<file path="config.mk">
export PLATFORM = sky130hd
export DESIGN_NAME = crf_framer
export DESIGN_NICKNAME = d
export VERILOG_FILES = /design/src/logic/crf_pkg.sv /design/src/logic/crf_byte_buf.sv /design/src/logic/crf_framer.sv
export SDC_FILE = /design/constraint.sdc
export NUM_CORES = 1
export LEC_CHECK = 0
export BUFFER_PORTS_ARGS = -buffer_cell sky130_fd_sc_hd__buf_2
export CORE_ASPECT_RATIO = 1.5
export CORE_UTILIZATION = 47
export CTS_BUF_LIST = sky130_fd_sc_hd__clkbuf_8
export CTS_CLUSTER_SIZE = 14
export DETAILED_ROUTE_END_ITERATION = 6
export GPL_TIMING_DRIVEN = 0
export HOLD_SLACK_MARGIN = 0.03
export PLACE_DENSITY = 0.71
export SETUP_SLACK_MARGIN = 0.4
export SKIP_LAST_GASP = 1
export SYNTH_ARGS = -nofsm -noshare
export SYNTH_HDL_FRONTEND = slang
export SYNTH_HIERARCHICAL = 1
export SYNTH_SLANG_ARGS = --single-unit
</file>
<file path="constraint.sdc">
create_clock -name clk_in -period 7.05 [get_ports clk_in]
set_input_delay 1.41 -clock clk_in [delete_from_list [all_inputs] [get_ports clk_in]]
set_output_delay 1.41 -clock clk_in [all_outputs]
set_load 0.01 [all_outputs]
</file>
<file path="src/logic/crf_pkg.sv">
// Constants and types shared by the conversion readback framer
package crf_pkg;
   // Byte buffer shape
   localparam int BYTE_W = 8;
   localparam int BUF_DEPTH = 2;
   localparam int BUF_PTR_W = 1;
   // Interface configuration register and its status enable field
   localparam logic [7:0] IFACE_CFG_ADDR = 8'h02;
   localparam int STATUS_EN_BIT = 2;
   // Status byte field positions
   localparam int ST_AUX_NEW = 7;
   localparam int ST_PRIM_NEW = 6;
   localparam int ST_CLK_SRC = 5;
   localparam int ST_REF_LOW = 4;
   localparam int ST_AMP_LOW = 3;
   localparam int ST_AMP_HIGH = 2;
   localparam int ST_AMP_DIFF = 1;
   localparam int ST_RESET = 0;
   // Sequence layout
   localparam logic [2:0] DATA_BYTES = 3'h4;
   localparam logic [2:0] AUX_PAD_POS = 3'h3;
   localparam logic [7:0] PAD_BYTE = 8'h00;
   localparam logic [2:0] BIT_LAST = 3'h7;
   // Values after reset
   localparam logic [7:0] STATUS_RST = 8'h00;
   localparam logic [31:0] WORD_RST = 32'h0000_0000;
   localparam logic [2:0] IDX_RST = 3'h0;
   // Sequencer states
   typedef enum logic [0:0] {
      CRF_IDLE = 1'b0,
      CRF_RUN = 1'b1
   } crf_state_t;
endpackage

</file>
<file path="src/logic/crf_byte_buf.sv">
// Two-entry byte buffer between the sequence builder and the shifter
`timescale 1ns/1ps
module crf_byte_buf (
   // Clock and reset
   input wire logic clk_in,
   input wire logic nrst_in,
   input wire logic flush_in,
   // Fill side
   input wire logic wr_valid_in,
   output logic wr_ready_out,
   input wire logic [crf_pkg::BYTE_W-1:0] wr_data_in,
   // Drain side
   output logic rd_valid_out,
   input wire logic rd_ready_in,
   output logic [crf_pkg::BYTE_W-1:0] rd_data_out
);
   logic [crf_pkg::BYTE_W-1:0] mem_r [crf_pkg::BUF_DEPTH];
   logic [crf_pkg::BYTE_W-1:0] mem_nxt [crf_pkg::BUF_DEPTH];
   logic [crf_pkg::BUF_PTR_W-1:0] wp_r, wp_nxt, rp_r, rp_nxt;
   logic [crf_pkg::BUF_PTR_W:0] cnt_r, cnt_nxt;
   logic push, pop;

   ////////////////////////////////////////////////////////////////////////
   // Honest full and empty flags
   assign wr_ready_out = (cnt_r != 2'(crf_pkg::BUF_DEPTH)) && !flush_in;
   assign rd_valid_out = (cnt_r != 2'h0);
   assign rd_data_out = mem_r[rp_r];
   assign push = wr_valid_in && wr_ready_out;
   assign pop = rd_valid_out && rd_ready_in && !flush_in;

   // Next pointers, count and storage
   always_comb begin
      mem_nxt = mem_r;
      wp_nxt = wp_r;
      rp_nxt = rp_r;
      cnt_nxt = cnt_r;
      if (flush_in) begin
         wp_nxt = '0;
         rp_nxt = '0;
         cnt_nxt = '0;
      end else begin
         if (push) begin
            mem_nxt[wp_r] = wr_data_in;
            wp_nxt = wp_r + 1'b1;
         end
         if (pop) begin
            rp_nxt = rp_r + 1'b1;
         end
         cnt_nxt = cnt_r + 2'(push) - 2'(pop);
      end
   end

   // Register stage
   always_ff @(posedge clk_in or negedge nrst_in) begin
      if (!nrst_in) begin
         for (int i = 0; i < crf_pkg::BUF_DEPTH; i++) begin
            mem_r[i] <= crf_pkg::PAD_BYTE;
         end
         wp_r <= '0;
         rp_r <= '0;
         cnt_r <= '0;
      end else begin
         mem_r <= mem_nxt;
         wp_r <= wp_nxt;
         rp_r <= rp_nxt;
         cnt_r <= cnt_nxt;
      end
   end
endmodule // crf_byte_buf

</file>
<file path="src/logic/crf_framer.sv">
// Conversion readback framer: builds and shifts the readback byte sequence
//
// Function
// - Primary sequence is 4, 5 or 6 bytes
// - Order: status, four word bytes, checksum
// - Auxiliary: three word bytes, then zero pad
// - Without status, conversion word starts sequence
// - Status byte enabled by config 02h bit 2
// - Bit 7: auxiliary data new since read
// - Bit 6: primary data new since read
// - Bit 5: clock source, 1 is external
// - Bit 4: low reference alarm
// - Bits 3/2: amplifier low/high output alarms
// - Bit 1: amplifier differential range alarm
// - Bit 0: mirrors device reset flag
// - Auxiliary new flag valid only on commands
// - Alarm bits valid only in primary readbacks
// - Two's-complement word shifted MSB first
// - Zero input gives all-zero code
// - Continued clocking repeats sequence from start
`timescale 1ns/1ps
module crf_framer (
   // Clock and reset
   input wire logic clk_in,
   input wire logic nrst_in,
   // Serial link; sclk_in and cs_n_in asynchronous to clk_in, outputs registered on clk_in
   input wire logic sclk_in,
   input wire logic cs_n_in,
   output logic dout_out,
   output logic dout_oe_n_out,
   // Read requests from the command decoder
   input wire logic read_primary_command_in,
   input wire logic read_auxiliary_command_in,
   input wire logic direct_read_in,
   // Conversion results
   input wire logic [31:0] primary_converter_in,
   input wire logic primary_valid_in,
   input wire logic [23:0] auxiliary_converter_in,
   input wire logic auxiliary_valid_in,
   // Configuration
   input wire logic [7:0] iface_cfg_in,
   input wire logic checksum_en_in,
   input wire logic [7:0] checksum_in,
   // Status sources
   input wire logic clock_source_flag_in,
   input wire logic low_reference_alarm_in,
   input wire logic amp_low_output_alarm_in,
   input wire logic amp_high_output_alarm_in,
   input wire logic amp_differential_range_alarm_in,
   input wire logic reset_flag_in,
   // Observation
   output logic busy_out,
   output logic [7:0] readback_status_flags_out
);
   ////////////////////////////////////////////////////////////////////////
   // Link synchronisers and edge detection
   logic sclk_s1_r, sclk_s2_r, sclk_s3_r, csn_s1_r, csn_s2_r;
   logic sclk_rise;

   // Two flops per pin, third flop only for the edge detector
   always_ff @(posedge clk_in or negedge nrst_in) begin
      if (!nrst_in) begin
         sclk_s1_r <= 1'b0;
         sclk_s2_r <= 1'b0;
         sclk_s3_r <= 1'b0;
         csn_s1_r <= 1'b1;
         csn_s2_r <= 1'b1;
      end else begin
         sclk_s1_r <= sclk_in;
         sclk_s2_r <= sclk_s1_r;
         sclk_s3_r <= sclk_s2_r;
         csn_s1_r <= cs_n_in;
         csn_s2_r <= csn_s1_r;
      end
   end
   assign sclk_rise = sclk_s2_r && !sclk_s3_r;

   ////////////////////////////////////////////////////////////////////////
   // New-data flags
   logic prim_new_r, prim_new_nxt, aux_new_r, aux_new_nxt;
   logic start_prim, start_aux, start;

   assign start_prim = read_primary_command_in || direct_read_in;
   assign start_aux = read_auxiliary_command_in && !start_prim;
   assign start = start_prim || start_aux;

   // A fresh result wins over the clear by a read in the same cycle
   always_comb begin
      prim_new_nxt = prim_new_r;
      aux_new_nxt = aux_new_r;
      if (start_prim) begin
         prim_new_nxt = 1'b0;
      end
      if (primary_valid_in) begin
         prim_new_nxt = 1'b1;
      end
      if (start_aux) begin
         aux_new_nxt = 1'b0;
      end
      if (auxiliary_valid_in) begin
         aux_new_nxt = 1'b1;
      end
   end

   // New-data flag registers
   always_ff @(posedge clk_in or negedge nrst_in) begin
      if (!nrst_in) begin
         prim_new_r <= 1'b0;
         aux_new_r <= 1'b0;
      end else begin
         prim_new_r <= prim_new_nxt;
         aux_new_r <= aux_new_nxt;
      end
   end

   ////////////////////////////////////////////////////////////////////////
   // Snapshot of the readback at request time
   crf_pkg::crf_state_t state_r, state_nxt;
   logic [7:0] stat_r, stat_nxt;
   logic [31:0] word_r, word_nxt;
   logic aux_sel_r, aux_sel_nxt, st_en_r, st_en_nxt, ck_en_r, ck_en_nxt;
   logic [2:0] idx_r, idx_nxt, last_r, last_nxt, k;
   logic [7:0] byte_sel;
   logic buf_ready, buf_valid, buf_pop, flush;
   logic [7:0] buf_data;

   assign flush = start || csn_s2_r;

   // Status byte, word and layout captured on a read request
   always_comb begin
      stat_nxt = stat_r;
      word_nxt = word_r;
      aux_sel_nxt = aux_sel_r;
      st_en_nxt = st_en_r;
      ck_en_nxt = ck_en_r;
      last_nxt = last_r;
      if (start) begin
         stat_nxt = crf_pkg::STATUS_RST;
         stat_nxt[crf_pkg::ST_AUX_NEW] = aux_new_r && !direct_read_in;
         stat_nxt[crf_pkg::ST_PRIM_NEW] = prim_new_r;
         stat_nxt[crf_pkg::ST_CLK_SRC] = clock_source_flag_in;
         stat_nxt[crf_pkg::ST_RESET] = reset_flag_in;
         if (start_prim) begin
            stat_nxt[crf_pkg::ST_REF_LOW] = low_reference_alarm_in;
            stat_nxt[crf_pkg::ST_AMP_LOW] = amp_low_output_alarm_in;
            stat_nxt[crf_pkg::ST_AMP_HIGH] = amp_high_output_alarm_in;
            stat_nxt[crf_pkg::ST_AMP_DIFF] = amp_differential_range_alarm_in;
            word_nxt = primary_converter_in;
         end else begin
            word_nxt = {auxiliary_converter_in, crf_pkg::PAD_BYTE};
         end
         aux_sel_nxt = start_aux;
         st_en_nxt = iface_cfg_in[crf_pkg::STATUS_EN_BIT];
         ck_en_nxt = checksum_en_in;
         last_nxt = crf_pkg::DATA_BYTES - 3'h1 + 3'(iface_cfg_in[crf_pkg::STATUS_EN_BIT])
            + 3'(checksum_en_in);
      end
   end

   // Snapshot registers
   always_ff @(posedge clk_in or negedge nrst_in) begin
      if (!nrst_in) begin
         stat_r <= crf_pkg::STATUS_RST;
         word_r <= crf_pkg::WORD_RST;
         aux_sel_r <= 1'b0;
         st_en_r <= 1'b0;
         ck_en_r <= 1'b0;
         last_r <= crf_pkg::DATA_BYTES - 3'h1;
      end else begin
         stat_r <= stat_nxt;
         word_r <= word_nxt;
         aux_sel_r <= aux_sel_nxt;
         st_en_r <= st_en_nxt;
         ck_en_r <= ck_en_nxt;
         last_r <= last_nxt;
      end
   end

   ////////////////////////////////////////////////////////////////////////
   // Sequence builder feeding the buffer
   assign k = idx_r - 3'(st_en_r);

   // Byte for the current position; status drops out and the rest shift left
   always_comb begin
      if (st_en_r && (idx_r == crf_pkg::IDX_RST)) begin
         byte_sel = stat_r;
      end else if (k < crf_pkg::DATA_BYTES) begin
         byte_sel = word_r[8'(31) - 8'(k) * 8'h8 -: 8];
      end else begin
         byte_sel = checksum_in;
      end
   end

   // Position advances on each accepted byte and wraps after the last
   always_comb begin
      state_nxt = state_r;
      idx_nxt = idx_r;
      if (start) begin
         state_nxt = crf_pkg::CRF_RUN;
         idx_nxt = crf_pkg::IDX_RST;
      end else if (csn_s2_r) begin
         state_nxt = crf_pkg::CRF_IDLE;
         idx_nxt = crf_pkg::IDX_RST;
      end else if ((state_r == crf_pkg::CRF_RUN) && buf_ready) begin
         idx_nxt = (idx_r == last_r) ? crf_pkg::IDX_RST : idx_r + 3'h1;
      end
   end

   // Builder registers
   always_ff @(posedge clk_in or negedge nrst_in) begin
      if (!nrst_in) begin
         state_r <= crf_pkg::CRF_IDLE;
         idx_r <= crf_pkg::IDX_RST;
      end else begin
         state_r <= state_nxt;
         idx_r <= idx_nxt;
      end
   end

   // Buffer absorbs the gap between builder and link
   crf_byte_buf u_buf (
      .clk_in(clk_in),
      .nrst_in(nrst_in),
      .flush_in(flush),
      .wr_valid_in(state_r == crf_pkg::CRF_RUN),
      .wr_ready_out(buf_ready),
      .wr_data_in(byte_sel),
      .rd_valid_out(buf_valid),
      .rd_ready_in(buf_pop),
      .rd_data_out(buf_data)
   );

   ////////////////////////////////////////////////////////////////////////
   // Output shifter, one bit per link clock rising edge
   logic [7:0] sh_r, sh_nxt;
   logic [2:0] bit_r, bit_nxt;
   logic dout_r, dout_nxt, oe_n_r, oe_n_nxt;

   assign buf_pop = sclk_rise && (bit_r == crf_pkg::IDX_RST) && (state_r == crf_pkg::CRF_RUN);

   // Loads a byte every eighth edge and sends its MSB first
   always_comb begin
      sh_nxt = sh_r;
      bit_nxt = bit_r;
      dout_nxt = dout_r;
      oe_n_nxt = csn_s2_r;
      if (flush) begin
         bit_nxt = crf_pkg::IDX_RST;
         dout_nxt = 1'b0;
      end else if (sclk_rise && (state_r == crf_pkg::CRF_RUN)) begin
         if (bit_r == crf_pkg::IDX_RST) begin
            dout_nxt = buf_valid ? buf_data[7] : 1'b0;
            sh_nxt = buf_valid ? {buf_data[6:0], 1'b0} : crf_pkg::PAD_BYTE;
            bit_nxt = crf_pkg::BIT_LAST;
         end else begin
            dout_nxt = sh_r[7];
            sh_nxt = {sh_r[6:0], 1'b0};
            bit_nxt = bit_r - 3'h1;
         end
      end
   end

   // Shifter registers
   always_ff @(posedge clk_in or negedge nrst_in) begin
      if (!nrst_in) begin
         sh_r <= crf_pkg::PAD_BYTE;
         bit_r <= crf_pkg::IDX_RST;
         dout_r <= 1'b0;
         oe_n_r <= 1'b1;
      end else begin
         sh_r <= sh_nxt;
         bit_r <= bit_nxt;
         dout_r <= dout_nxt;
         oe_n_r <= oe_n_nxt;
      end
   end

   assign dout_out = dout_r;
   assign dout_oe_n_out = oe_n_r;
   assign busy_out = (state_r == crf_pkg::CRF_RUN);
   assign readback_status_flags_out = stat_r;

   logic push_now;
   assign push_now = (state_r == crf_pkg::CRF_RUN) && buf_ready && !flush;
endmodule // crf_framer

</file>
# Word level (Yosys, flattened, before mapping)
# Index checks and enable logic that the tools add are counted.
# op_classes
n_shift,1
mux,34
addsub,10
bitwise_logic,3
n_eq_ne,2
n_lt_le_gt_ge,4
n_reduce_logical,31
# op_table
operator,count
$mux 8,8
$shiftx 39x9->8,1
$mux 32,1
$mux 3,7
$bwmux 16,1
$mux 1,14
$reduce_bool 2->1,7
$logic_and 1x1->1,12
$demux 8 s1,1
$sub 5x6->7 const A,1
$logic_not 3->1,2
$ge 2x2->1 const B,2
$logic_not 1->1,4
$mux 4,1
$not 1->2,2
$reduce_and 2->1,2
$add 2x1->3 const A,1
$add 3x1->3,1
$add 3x1->3 const B,1
$eq 3x3->1,1
$logic_or 1x1->1,3
$lt 3x3->1 const B,1
$reduce_bool 3->1,1
$sub 3x1->3,1
8 further kinds,9
# totals
reg_bits,88
in_bits,88

# Logic depth before layout (Yosys ltp)
# depth
word_depth,11
ltp_mapped,12
depth_no_buf,11

# Hierarchy
# Netlist, hierarchy kept.
# modules_own_cells
module,instances,seq_area_each_um2,cells_each,area_each_um2
crf_framer,1,1682.9,309,3331.9
crf_byte_buf,1,500.5,68,988.4

# Worst setup path after synthesis
# No wires, ideal clock.
# synth_timing
path_kind,input-to-reg
startpoint,in read_auxiliary_command_in
endpoint,reg u_buf/mem_r[0] (netlist bit)
setup_ns,0.125
arrival_ns,3.402
cell_stages,8
setup_slack_ns,3.523
n_path_buf,5
required_time_ns,6.925
path_cell_list,buf_6 or4_4 buf_6 buf_2 buf_6 or4b_4 buf_6 mux2_4
# synth_between
elab_chain_len,7
elab_cells_between_ends,8
classes_between,1 x bitwise; 7 x reduce/logical
# synth_rtl
item,line_no,text
from (decl),crf_framer.sv:33,"input wire logic read_auxiliary_command_in,"
$logic_and 1x1->1 (*),crf_framer.sv:84,assign start_aux = read_auxiliary_command_in && !start_prim;
$logic_or 1x1->1 (*),crf_framer.sv:85,assign start = start_prim || start_aux;
$logic_or 1x1->1 (*),crf_framer.sv:127,assign flush = start || csn_s2_r;
via flush,crf_framer.sv:124,"logic buf_ready, buf_valid, buf_pop, flush;"
$logic_not 1->1,crf_byte_buf.sv:25,assign wr_ready_out = (cnt_r != 2'(crf_pkg::BUF_DEPTH)) && !flush_in;
$logic_and 1x1->1,crf_byte_buf.sv:25,
$logic_and 1x1->1,crf_byte_buf.sv:28,assign push = wr_valid_in && wr_ready_out;
$reduce_and 2->1 (no line) (*),-,
"to (signal, indexed assignment)",crf_byte_buf.sv:57,mem_r[i] <= crf_pkg::PAD_BYTE;
to (signal assigned),crf_byte_buf.sv:63,mem_r <= mem_nxt;
to (decl),crf_byte_buf.sv:17,logic [crf_pkg::BYTE_W-1:0] mem_r [crf_pkg::BUF_DEPTH];
# Mark *: on every way through the listed nets, which the timed path passes. The rest lies on a longest branch.
# A chain may end at the register's enable or synchronous reset.

# Worst setup path in the final report
# layout_timing
startpoint,in direct_read_in
endpoint,reg u_buf/cnt_r[1] (netlist bit)
# layout_between
elab_chain_len,11
elab_cells_between_ends,12
classes_between,2 x add/sub; 1 x mux; 9 x reduce/logical
# layout_rtl
item,line_no,text
from (decl),crf_framer.sv:34,"input wire logic direct_read_in,"
$logic_or 1x1->1 (*),crf_framer.sv:83,assign start_prim = read_primary_command_in || direct_read_in;
$logic_not 1->1,crf_framer.sv:84,
$logic_and 1x1->1,crf_framer.sv:84,
$logic_or 1x1->1 (*),crf_framer.sv:85,
$logic_or 1x1->1 (*),crf_framer.sv:127,
via flush,crf_framer.sv:124,
$logic_not 1->1 (*),crf_byte_buf.sv:25,
$logic_and 1x1->1 (*),crf_byte_buf.sv:25,
via buf_ready,crf_framer.sv:124,
$logic_and 1x1->1 (*),crf_byte_buf.sv:28,
$add 2x1->2 (*),crf_byte_buf.sv:49,cnt_nxt = cnt_r + 2'(push) - 2'(pop);
$sub 2x1->2 (*),crf_byte_buf.sv:49,
$mux 2 (*),crf_byte_buf.sv:37,if (flush_in) begin
via u_buf.cnt_nxt (one bit),crf_byte_buf.sv:20,"logic [crf_pkg::BUF_PTR_W:0] cnt_r, cnt_nxt;"
to (signal assigned),crf_byte_buf.sv:66,cnt_r <= cnt_nxt;
to (decl),crf_byte_buf.sv:20,
# Marked as above.

==> flow_metrics.tcl <==
set metrics [dict create \
    cp.arrival_ps 3630 \
    clkLatencyLatePin_ps 350 \
    io_buffers 90 \
    antenna_found_initial 0 \
    vias_per_cell 5.38 \
    cts_hold_buf 0 \
    swShare_pct 25.5 \
    synth-seq-cells 87 \
    die-width_um 80.3 \
    clock_path_buffers 2 \
    rsz0062_at_grt "false" \
    syn_area_per_cell_um2 11.5 \
    fmax_ghz 0.295 \
    ys_types 47 \
    cp_max_fo 10 \
    finalHoldViolCount 0 \
    relSlewSlack_pct 40.1 \
    fin_crit_sh_pct 48.0 \
    grt_pass1_vias 3324 \
    skew_ps 9.18 \
    initial_core_util_pct 48.6 \
    cp-end-kind "flop" \
    drive_above_1_share_pct 33.3 \
    finalMaxSlewViolations 0 \
    yosysWarnings 6 \
    htreeDepth 3 \
    cts_setup_buffers 0 \
    maxCapViolations 0 \
    rows 42 \
    holdCritPathClass "reg -> reg" \
    power_frac_seq_pct 52.3 \
    fin_tns_setup_ps 0 \
    p_leak_nw 2.50 \
    cp-start-kind "primary input" \
    ios 99 \
    root_buffer "clkbuf_8" \
    synthesis.area_um2 4320 \
    power_switching_w 0.000277 \
    die_height_um 119 \
    power_frac_comb_pct 15.3 \
    postRouteWirelength_mm 9.56 \
    power.share.clock_pct 32.4 \
    antennaDiodeCount 0 \
    syn_to_final_growth_pct 19.0 \
    clock_sinks 87 \
    crit_type "in -> reg" \
    dp_hpwl_mm 7.45 \
    grt_use_total_pct 22.0 \
    cts_buffers 9 \
    p_int_w 0.000812 \
    grt_max_degree 69 \
    clk_pin_slew_ps 80 \
    dieArea_um2 9590 \
    cts_tree "done" \
    wl_per_cell_um 16.1 \
    ir_worst_vdd_v 0.000137 \
    drc 0 \
    finalNetCount 576 \
    post_cts_resize_count 0 \
    worst_ep_required_time_ps 7300 \
    fin_crit_ps 3390 \
    p_per_area_nw_per_um2 212 \
    setup_viol 0 \
    status "complete, no violations" \
    syn-num-nets 474 \
    place.gp.congestion 0.852 \
    grt_overflow_total 0 \
    drt_iter0_drc 148 \
    grt_pass1_wl_mm 15.9 \
    core-area_um2 8880 \
    hold_ws_ps 358 \
    tightestPinTransition_ps 891 \
    yosysSeqAreaShare_pct 50.5 \
    first_pass_iters 4 \
    postRouteAntennaNets 0 \
    num_vias 3195 \
    postSynthCellCount 377 \
]
[kinds of logic (layout without fill, tap and decap cells)]
| kind of cell | Yosys count | in the layout | synth area share, % |
|---|---|---|---|
| AOI/OAI and AO/OA | 82 | 82 | 11.9 |
| adders and majority gates | 9 | 9 | 2.61 |
| buffers and inverters | 34 | 141 | 3.74 |
| xor gates and xnor gates | 8 | 8 | 1.62 |
| DFF | 87 | 87 | 50.5 |
| and+or+nand+nor | 96 | 96 | 11.7 |
| muxes | 61 | 61 | 18.0 |
[synth_stat cells (all sizes together)]
cell / count / area, µm²
mux4: 8 / 180
or4b: 1 / 13.8
nor2: 17 / 63.8
o21ai: 42 / 210
o41ai: 1 / 8.76
and4b: 6 / 60.1
nand3b: 2 / 15.0
o31ai: 1 / 7.51
o211ai: 1 / 7.51
nor3: 3 / 15.0
mux2: 28 / 345
a211oi: 1 / 7.51
or2: 3 / 18.8
clkbuf: 16 / 60.1
nand4b: 1 / 8.76
a31oi: 8 / 50.1
or4: 1 / 11.3
a31o: 1 / 8.76
xor2: 6 / 52.6
xnor2: 2 / 17.5
ha: 9 / 113
and3b: 1 / 8.76
a22o: 12 / 105
a21o: 2 / 15.0
dfrtp: 82 / 2050
dfstp: 5 / 131
o22ai: 1 / 12.5
a2111oi: 1 / 8.76
nand2b: 5 / 38.8
and3: 1 / 6.26
nand2: 49 / 184
a311oi: 3 / 26.3
mux2i: 25 / 250
a21oi: 7 / 35.0
inv: 11 / 41.3
nor2b: 2 / 20.0
a41o: 1 / 10.0
or3: 1 / 6.26
buf: 7 / 60.1
nor4: 3 / 33.8
[state kept, by name (all words and copies together) (netlist names)]
| signal | count |
|---|---|
| last_r | 3 |
| csn_s1_r | 1 |
| st_en_r | 1 |
| u_buf/cnt_r | 2 |
| sclk_s3_r | 1 |
| u_buf/wp_r | 1 |
| sclk_s2_r | 1 |
| sclk_s1_r | 1 |
| u_buf/rp_r | 1 |
| idx_r | 3 |
| word_r | 32 |
| dout_oe_n_out | 1 |
| u_buf/mem_r | 16 |
| busy_out | 1 |
| sh_r | 7 |
| csn_s2_r | 1 |
| dout_out | 1 |
| readback_status_flags_out | 8 |
| aux_new_r | 1 |
| bit_r | 3 |
| prim_new_r | 1 |
[worst max-delay path: stages]
cell,delay (ps)
buf_2,130
or4_4,530
buf_6,150
buf_2,190
buf_6,160
nor2_1,240
nand2_1,100
ha_1,280
inv_1,40
ha_1,180
xnor2_1,160
nor2_1,60
[metrics by stage]
step / total power (W) / utilization (%) / worst slack [ps] / instances / cell area, µm²
finish: 0.00109 / 57.9 / 3660 / 594 / 5140
global route: 0.00114 / 57.9 / 3590 / 594 / 5140
CTS: 0.00110 / 57.9 / 3710 / 594 / 5140
detailed placement: 0.000747 / 55.6 / 3320 / 578 / 4940
global placement: 0.000738 / 55.3 / 3360 / 577 / 4910
floorplan: 0.000677 / - / 3520 / 377 / 4320
[per-layer routing]
| metal | track usage (%) | wire length (µm) | vias to the layer above |
|---|---|---|---|
| met5 | 0 | 0 | - |
| met4 | 8.37 | 152 | 0 |
| met3 | 5.29 | 404 | 10 |
| met2 | 38.1 | 5140 | 78 |
| met1 | 25.8 | 3870 | 1554 |
| li1 | - | - | 1553 |
[area by class of cell]
type,count,area [µm²]
Buffer,23,120
Clock buffer,11,151
Timing Repair Buffer,91,480
Multi-Input combinational cell,256,1980
Clock inverter,5,50.0
Tap cell,110,138
Inverter,11,41.3
Fill cell,770,3740
Sequential cell,87,2180
[worst paths after layout]
| check | depth (start not counted) | slack, ps | endpoint | startpoint |
|---|---|---|---|---|
| max in group asynchronous | 2 | 5510 | word_r[27] | nrst_in |
| worst max register to register | 11 | 4590 | u_buf/cnt_r[1] | csn_s2_r |
| min in group asynchronous | 1 | 930 | sclk_s2_r | nrst_in |
| worst min register to register | 0 | 360 | csn_s2_r | csn_s1_r |
| worst max-delay path | 12 | 3660 | u_buf/cnt_r[1] | direct_read_in |
| worst min-delay path | 0 | 360 | csn_s2_r | csn_s1_r |
[placed cells by master, fill, tap and decap left out, types with 3 or more instances in the layout]
cell,count
a31oi_1,8
mux4_2,8
a22o_1,12
dfrtp_1,82
mux2_4,8
dfstp_2,5
a21oi_1,7
and4b_1,6
nand2b_1,4
clkbuf_8,11
or2_2,3
o21ai_0,30
nand2_1,49
mux2i_1,25
a311oi_1,3
ha_1,9
nor3_1,3
inv_1,13
nor2_1,17
buf_6,4
o21ai_1,12
xor2_1,6
clkbuf_1,16
mux2_2,18
buf_2,92
[power groups by stage]
| stage | Clock (W) | Combinational (W) | Sequential (W) |
|---|---|---|---|
| finish | 0.000353 | 0.000166 | 0.000570 |
| global route | 0.000379 | 0.000185 | 0.000576 |
| CTS | 0.000361 | 0.000169 | 0.000570 |
| detailed placement | 0 | 0.000168 | 0.000579 |
| global placement | 0 | 0.000161 | 0.000577 |
| floorplan | 0 | 0.000106 | 0.000571 |
Note: power is estimated with default switching activity, not from simulation.
